===== config.mk =====
export PLATFORM = sky130hd
export DESIGN_NAME = nvw_ctrl
export DESIGN_NICKNAME = d
export VERILOG_FILES = /design/src/core/nvw_pkg.sv /design/src/core/nvw_ctrl.sv /design/src/core/nvw_array.sv
export VERILOG_INCLUDE_DIRS = /design/src /design/src/core
export SDC_FILE = /design/constraint.sdc
export NUM_CORES = 2
export LEC_CHECK = 0
export ABC_CLOCK_PERIOD_IN_PS = 6200
export BUFFER_PORTS_ARGS = -buffer_cell sky130_fd_sc_hd__clkbuf_2
export CORE_MARGIN = 2
export CORE_UTILIZATION = 50
export CTS_BUF_LIST = sky130_fd_sc_hd__clkbuf_8
export DETAILED_ROUTE_END_ITERATION = 16
export MAX_ROUTING_LAYER = met4
export PLACE_DENSITY = 0.66
export SYNTH_ARGS = -nofsm -noshare
export SYNTH_HDL_FRONTEND = slang
export SYNTH_SLANG_ARGS = --single-unit

===== constraint.sdc =====
create_clock -name pclk -period 6.2 [get_ports pclk]
set_clock_uncertainty 0.15 [all_clocks]
set_input_delay 0.31 -clock pclk [delete_from_list [all_inputs] [get_ports pclk]]
set_output_delay 0.31 -clock pclk [all_outputs]
set_load 0.005 [all_outputs]

===== src/core/nvw_regs.svh =====
/*
 Register offsets, field positions, reset values and timing counts for the
 data EEPROM write controller. Assumes a 32-bit APB slave at pclk 20 MHz.
*/
`ifndef NVW_REGS_SVH
`define NVW_REGS_SVH

`define NVW_OFF_ADDR 12'h000
`define NVW_OFF_DATA 12'h004
`define NVW_OFF_CTRL 12'h008
`define NVW_OFF_KEY 12'h00c
`define NVW_OFF_IRQ_FLAG 12'h010
`define NVW_OFF_IRQ_EN 12'h014

// Control register bits
`define NVW_CTRL_RD 0
`define NVW_CTRL_WR 1
`define NVW_CTRL_WEN 2
`define NVW_CTRL_WRERR 3
`define NVW_CTRL_CSEL 6
`define NVW_CTRL_PGSEL 7
// Flag and enable bit of the write-complete event
`define NVW_IRQ_BIT 4

`define NVW_KEY_FIRST 8'h55
`define NVW_KEY_SECOND 8'haa

`define NVW_RESET_BYTE 8'h00

`define NVW_PWRT_MS 64
`define NVW_CLK_HZ 20000000
`define NVW_PWRT_CYCLES ((`NVW_PWRT_MS * `NVW_CLK_HZ) / 1000)
`define NVW_WRITE_CYCLES 40000

`endif


===== src/core/nvw_pkg.sv =====
/*
 Types shared by the data EEPROM write controller and its array.
 Assumes the constants header is compiled alongside.
*/
`default_nettype none
package nvw_pkg;
    typedef enum logic [1:0] {
        NVW_KEY_IDLE,
        NVW_KEY_GOT55,
        NVW_KEY_ARMED
    } nvw_key_e;

    typedef struct packed {
        logic we;
        logic [7:0] addr;
        logic [7:0] wdata;
    } nvw_mem_req_s;
endpackage
`default_nettype wire


===== src/core/nvw_ctrl.sv =====
/*
 Data EEPROM write controller with APB register access, unlock sequence,
 power-up write lockout and write-complete interrupt.
 Assumes pclk at 20 MHz and presetn as the power-on reset.
*/
// Local design decisions: the placing of the registers and the APB interface to the registers.
`include "nvw_regs.svh"
`default_nettype none
module nvw_ctrl
    import nvw_pkg::*;
#(
    parameter int unsigned PWRT_CYCLES = `NVW_PWRT_CYCLES,
    parameter int unsigned WRITE_CYCLES = `NVW_WRITE_CYCLES
) (
    // Clock and reset
    input wire logic pclk,
    input wire logic presetn,
    // APB slave
    input wire logic psel,
    input wire logic penable,
    input wire logic pwrite,
    input wire logic [11:0] paddr,
    input wire logic [31:0] pwdata,
    output logic [31:0] prdata,
    output logic pready,
    output logic pslverr,
    // Configuration fuse and external access path
    input wire logic data_code_protect,
    input wire logic ext_req,
    input wire logic ext_we,
    input wire logic [7:0] ext_addr,
    input wire logic [7:0] ext_wdata,
    output logic ext_grant,
    output logic [7:0] ext_rdata,
    // Interrupt and status
    output logic irq,
    output logic write_busy
);
    typedef struct packed {
        logic [7:0] nv_address_low;
        logic [7:0] nv_data_low;
        logic write_enable;
        logic write_bit;
        logic config_space_select;
        logic pgsel;
        logic rd_pend;
        nvw_key_e key;
        logic [7:0] peripheral_interrupt_flag_two;
        logic [7:0] peripheral_interrupt_enable_two;
        logic [31:0] pwrt_cnt;
        logic pwrt_done;
        logic [31:0] wr_cnt;
        logic [31:0] prdata;
        logic [7:0] ext_rdata;
        logic ext_grant;
        logic cp_s1;
        logic cp_s2;
        logic xr_s1;
        logic xr_s2;
    } nvw_state_s;

    nvw_state_s st;
    nvw_state_s next_st;
    nvw_mem_req_s mem_req;
    logic [7:0] mem_rdata;
    logic acc;
    logic wr_acc;
    logic rd_acc;
    logic key_wr;
    logic ctrl_wr;
    logic wr_launch;
    logic wr_done;
    logic ext_ok;

    function automatic logic hit(input logic [11:0] a, input logic [11:0] o);
        return a == o;
    endfunction

    function automatic logic [31:0] rd_mux(input logic [11:0] a,
                                           input nvw_state_s s);
        logic [31:0] v;
        v = 32'h0000_0000;
        if (hit(a, `NVW_OFF_ADDR)) begin
            v[7:0] = s.nv_address_low;
        end else if (hit(a, `NVW_OFF_DATA)) begin
            v[7:0] = s.nv_data_low;
        end else if (hit(a, `NVW_OFF_CTRL)) begin
            v[`NVW_CTRL_WR] = s.write_bit;
            v[`NVW_CTRL_WEN] = s.write_enable;
            v[`NVW_CTRL_CSEL] = s.config_space_select;
            v[`NVW_CTRL_PGSEL] = s.pgsel;
        end else if (hit(a, `NVW_OFF_IRQ_FLAG)) begin
            v[7:0] = s.peripheral_interrupt_flag_two;
        end else if (hit(a, `NVW_OFF_IRQ_EN)) begin
            v[7:0] = s.peripheral_interrupt_enable_two;
        end
        return v;
    endfunction

    function automatic logic mapped(input logic [11:0] a);
        return hit(a, `NVW_OFF_ADDR) || hit(a, `NVW_OFF_DATA) ||
               hit(a, `NVW_OFF_CTRL) || hit(a, `NVW_OFF_KEY) ||
               hit(a, `NVW_OFF_IRQ_FLAG) || hit(a, `NVW_OFF_IRQ_EN);
    endfunction

    nvw_array u_array (
        .pclk(pclk),
        .req(mem_req),
        .rdata(mem_rdata)
    );

    // Zero-wait slave: every access completes in its first access cycle
    assign pready = 1'b1;
    assign pslverr = psel && penable && !mapped(paddr);
    assign acc = psel && penable && mapped(paddr);
    assign wr_acc = acc && pwrite;
    // Read word captured at the setup edge so it stands at the access edge
    assign rd_acc = psel && !penable && !pwrite && mapped(paddr);
    assign key_wr = wr_acc && hit(paddr, `NVW_OFF_KEY);
    assign ctrl_wr = wr_acc && hit(paddr, `NVW_OFF_CTRL);
    assign wr_done = st.write_bit && st.wr_cnt == 32'd1;

    // Write launches only when armed, enabled, timer over and idle
    assign wr_launch = ctrl_wr && pwdata[`NVW_CTRL_WR] &&
                       st.key == NVW_KEY_ARMED &&
                       st.write_enable &&
                       st.pwrt_done &&
                       !st.write_bit;

    // A completing write always has the array; outside path only when unprotected
    assign ext_ok = st.cp_s2 && st.xr_s2 && !st.write_bit &&
                    !st.rd_pend;

    always_comb begin
        mem_req.we = 1'b0;
        mem_req.addr = st.nv_address_low;
        mem_req.wdata = st.nv_data_low;
        if (wr_done) begin
            mem_req.we = 1'b1;
        end else if (!st.rd_pend && ext_ok) begin
            mem_req.we = ext_we;
            mem_req.addr = ext_addr;
            mem_req.wdata = ext_wdata;
        end
    end

    assign prdata = st.prdata;
    assign ext_rdata = st.ext_rdata;
    assign ext_grant = st.ext_grant;
    assign irq = |(st.peripheral_interrupt_flag_two &
                   st.peripheral_interrupt_enable_two);
    assign write_busy = st.write_bit;

    always_comb begin
        next_st = st;
        next_st.cp_s1 = data_code_protect;
        next_st.cp_s2 = st.cp_s1;
        next_st.xr_s1 = ext_req;
        next_st.xr_s2 = st.xr_s1;
        next_st.rd_pend = 1'b0;
        next_st.ext_grant = ext_ok;
        if (ext_ok && !ext_we) begin
            next_st.ext_rdata = mem_rdata;
        end
        if (rd_acc) begin
            next_st.prdata = rd_mux(paddr, st);
        end

        if (st.pwrt_cnt < PWRT_CYCLES) begin
            next_st.pwrt_cnt = st.pwrt_cnt + 32'd1;
        end else begin
            next_st.pwrt_done = 1'b1;
        end

        if (st.rd_pend) begin
            next_st.nv_data_low = mem_rdata;
        end

        // Unlock sequencer: any other mapped access restarts from the first key
        if (acc) begin
            next_st.key = NVW_KEY_IDLE;
            if (key_wr && pwdata[7:0] == `NVW_KEY_FIRST) begin
                next_st.key = NVW_KEY_GOT55;
            end else if (key_wr && st.key == NVW_KEY_GOT55 &&
                         pwdata[7:0] == `NVW_KEY_SECOND) begin
                next_st.key = NVW_KEY_ARMED;
            end
        end

        if (wr_acc && hit(paddr, `NVW_OFF_ADDR)) begin
            next_st.nv_address_low = pwdata[7:0];
        end
        // Bus writes to the data register blocked while a write uses it
        if (wr_acc && hit(paddr, `NVW_OFF_DATA) && !st.write_bit) begin
            next_st.nv_data_low = pwdata[7:0];
        end
        if (ctrl_wr) begin
            next_st.write_enable = pwdata[`NVW_CTRL_WEN];
            next_st.config_space_select = pwdata[`NVW_CTRL_CSEL];
            next_st.pgsel = pwdata[`NVW_CTRL_PGSEL];
            // Read is allowed whatever code protect says
            if (pwdata[`NVW_CTRL_RD] && !pwdata[`NVW_CTRL_CSEL] &&
                !pwdata[`NVW_CTRL_PGSEL] && !st.write_bit) begin
                next_st.rd_pend = 1'b1;
            end
        end
        if (wr_launch) begin
            next_st.write_bit = 1'b1;
            next_st.wr_cnt = WRITE_CYCLES;
        end else if (st.write_bit) begin
            next_st.wr_cnt = st.wr_cnt - 32'd1;
        end
        if (wr_done) begin
            next_st.write_bit = 1'b0;
        end

        // Write one to clear; a same-cycle set wins
        if (wr_acc && hit(paddr, `NVW_OFF_IRQ_FLAG)) begin
            next_st.peripheral_interrupt_flag_two =
                st.peripheral_interrupt_flag_two & ~pwdata[7:0];
        end
        if (wr_done) begin
            next_st.peripheral_interrupt_flag_two[`NVW_IRQ_BIT] =
                1'b1;
        end
        if (wr_acc && hit(paddr, `NVW_OFF_IRQ_EN)) begin
            next_st.peripheral_interrupt_enable_two = pwdata[7:0];
        end
    end

    always_ff @(posedge pclk or negedge presetn) begin
        if (!presetn) begin
            st <= '0;
            st.key <= NVW_KEY_IDLE;
        end else begin
            st <= next_st;
        end
    end
endmodule
`default_nettype wire


===== src/core/nvw_array.sv =====
/*
 256 x 8 data EEPROM array. Assumes one write or read request per cycle;
 read data is registered and valid the cycle after the request.
*/
`default_nettype none
module nvw_array
    import nvw_pkg::*;
(
    // Clock
    input wire logic pclk,
    // Request
    input wire nvw_mem_req_s req,
    // Read data
    output logic [7:0] rdata
);
    logic [7:0] mem [0:255];

    always_ff @(posedge pclk) begin
        if (req.we) begin
            mem[req.addr] <= req.wdata;
        end
        rdata <= mem[req.addr];
    end
endmodule
`default_nettype wire


==> impl_metrics.yaml <==
power_and_ir_drop:
  p_int_uw: 22100
  ir_drop_uv: 228
  p_leak_uw: 0.0287
  p_seq_share_pct: 56.7
  switchingPower_uw: 6350
  p_per_area_mw_per_mm2: 295
  totalPowerFinal_uw: 28400
  switching_share_pct: 22.3
  p_comb_share_pct: 3.9
  power.share.clock_pct: 39.5
yosys:
  synth_top_area_cell: "edfxtp_1"
  synth-seq-area-share_pct: 75.2
  synth.ff_latch_count: 2181
  ys_warn_count: 0
  synth_edf_count: 2048
  syn_area_per_cell_um2: 15.2
  ys.flop_type: "edfxtp_1"
  syn_area_mm2: 0.0861
  async_flop_share_pct: 5.73
  synth_cell_type_count: 66
  netlist.area_leader.share_pct: 71.4
  synth_area_leaders: "edfxtp_1 (71%), mux4_2 (5.4%), nand2_1 (5.4%)"
  synthesis.instances: 5685
critical_path:
  cpPeakStageDelay_ps: 900
  cp_common_cell: "buf_4"
  crit_buf_inv: 2
  worstPathRequired_ps: 6960
  path_class: "register to register"
  worstPathArrival_ps: 6030
  critPathMaxFanout: 30
  cp-start-kind: "register"
  critPathSlowestCell: "mux2i_4"
  crit_chain: "nor4bb_4, mux2i_4, buf_4, mux4_2, mux2i_1, o21ai_1, a311o_1, a2111oi_0, buf_4, nand4_1"
  end_kind: "register"
  cp_top_family: "multiplexers"
cells_and_area:
  final_cell_mix: "edfxtp_1 (2048), nand2_1 (1229), nand3_1 (497)"
  final_common_cell: "edfxtp_1"
  postLayoutCoreUtil_pct: 56.3
  n_fill_cell: 13200
  fin_nets: 6056
  final_cells: 8566
  drive_gt1_share_pct: 15.2
  area_growth_pct: 11.9
sta:
  period_share_pct: 85.0
  worst_pin_slew_ps: 1170
  final.min_clock_period_ps: 5270
  setup_slack_ps: 929
  relSlewSlack_pct: 21.7
  rsz0062_at_grt: "no"
  hold_viol: 0
  slew_violations: 0
  fmax_ghz: 0.190
  finalSetupViolCount: 0
  fin_setup_tns_ps: 0
die:
  start_util_pct: 50.3
  core_region_area_mm2: 0.171
  die_w_um: 419
  dieArea_mm2: 0.176
  die_y_um: 419
  ios: 113
  num_rows: 152
drt:
  drt_iter0_markers: 6573
  drc: 0
  avgRoutedWirePerCell_um: 26.2
  dr.pass1.iters: 6
  drt-total-wl_mm: 225
  vias_per_cell: 6.02
  vias: 51600
  ant_nets: 0
clock_tree:
  cts_buffer_depth: 4
  clock-sinks: 2181
  cts_htree_levels: 5
  clk_pin_slew_worst_paths_ps: 60
  cts_resized: 0
  cts_tree: "yes"
  cts-root-buf: "clkbuf_8"
  clkLatencyLatePin_ps: 1050
  cts_buffers: 360
grt:
  grt_first_pass_wirelength_mm: 330
  first_global_vias: 49900
  grt_util_all_layers_pct: 26.3
  antenna_found_initial: 14
  grt_overflow_total: 0
  grt_max_degree: 157
place:
  io_buffers: 63
  dpl_worst_slack_ps: 1030
  globalplace.congestion: 0.876
  dp.cells: 7875
  place_hpwl_mm: 132
run:
  drv_cap: 0
hold_path:
  min_path_type: "primary input to register"
status:
  status: "complete, no violations"
[cell families (layout without fill, tap and decap cells)]
group                      after synthesis  in the layout  synth area share (%)
muxes                                  311            311                  6.72
other                                    2             38               0.00872
buffers and inverters                  397            932                  2.23
xor gates and xnor gates                23             23                 0.234
and+or+nand+nor                       2323           2323                  11.6
adders and majority gates                3              3                0.0436
DFF                                   2181           2181                  75.2
AOI/OAI and AO/OA                      445            445                  3.92
[worst reg2reg max path, stage by stage, from the launching register on]
cell,delay (ps)
dfrtp_1,590
nor4bb_4,510
mux2i_4,900
buf_4,490
mux4_2,560
mux2i_1,560
o21ai_1,290
a311o_1,430
a2111oi_0,360
buf_4,200
nand4_1,90
[layout make-up]
type / count / area [um^2] / share of cell area [%]
Multi-Input combinational cell: 3130 / 19800 / 20.5
Sequential cell: 2181 / 64800 / 67.2
Timing Repair Buffer: 304 / 2650 / 2.75
Clock buffer: 375 / 5160 / 5.35
Tap cell: 2310 / 2890 / 3.00
Inverter: 8 / 30.0 / 0.0311
Clock inverter: 245 / 1070 / 1.11
Antenna cell: 13 / 32.5 / 0.0337
[cells in the mapped netlist (all sizes together), types with 11 or more instances]
master,count
mux4,208
nand2,1238
nor2b,21
edfxtp,2048
o21ai,42
mux2i,58
a221oi,11
nor4,16
a32oi,26
o2111ai,88
nor3,40
buf,218
and3,53
a311oi,46
a22o,11
xnor2,15
clkbuf,171
a31oi,65
nor2,328
nand2b,15
a22oi,41
a41oi,35
nand4,79
dfrtp,125
nand3,497
mux2,45
a21oi,35
[flip-flops by register name, indices dropped and copies added (netlist names)]
name / cells
u_array.mem: 2048
st: 105
ext_rdata: 8
prdata: 8
u_array.rdata: 8
next_st: 2
ext_grant: 1
write_busy: 1
[metal layers]
layer	part of all wire (%)	GRT usage, %
met5	0	-
met4	3.1	8.73
met3	10	5.86
met2	47	39.3
met1	40	36.0
[path summary, 6_finish.rpt]
| kind | startpoint | endpoint | slack (ps) | cells past startpoint |
|---|---|---|---|---|
| max in group asynchronous | presetn | st[88]$_DFFE_PN0N_ | 4740 | 4 |
| hold reg to reg | next_st[0]$_DFF_PN0_ | st[0]$_DFF_PN0_ | 210 | 0 |
| hold / removal | ext_wdata[3] | u_array.mem[30][3]$_DFFE_PP_ | 20 | 2 |
| setup / recovery | st[128]$_DFF_PN0_ | u_array.rdata[6]$_DFF_P_ | 930 | 10 |
| min in group asynchronous | presetn | st[124]$_DFFE_PN0P_ | 200 | 4 |
| setup reg to reg | st[128]$_DFF_PN0_ | u_array.rdata[6]$_DFF_P_ | 930 | 10 |
[power by group through the flow]
stage	combinational, uW	clock, uW	sequential, uW
floorplan	644	0	16400
global placement	1050	0	16400
CTS	1090	11400	16100
finish	1100	11200	16100
global route	1180	12000	16100
detailed placement	1060	0	16400
[timing repair]
action,in CTS,in global routing
hold buffers,58,0
hold endpoints to repair,233,0
setup buffers,0,0
[stage by stage]
step,hold WS [ps],instance area (um^2)
floorplan,-136,86200
global placement,191,89600
detailed placement,186,89600
CTS,17.4,96400
global route,15.0,96400
finish,21.6,96400
(Power assumes the default switching activity.)
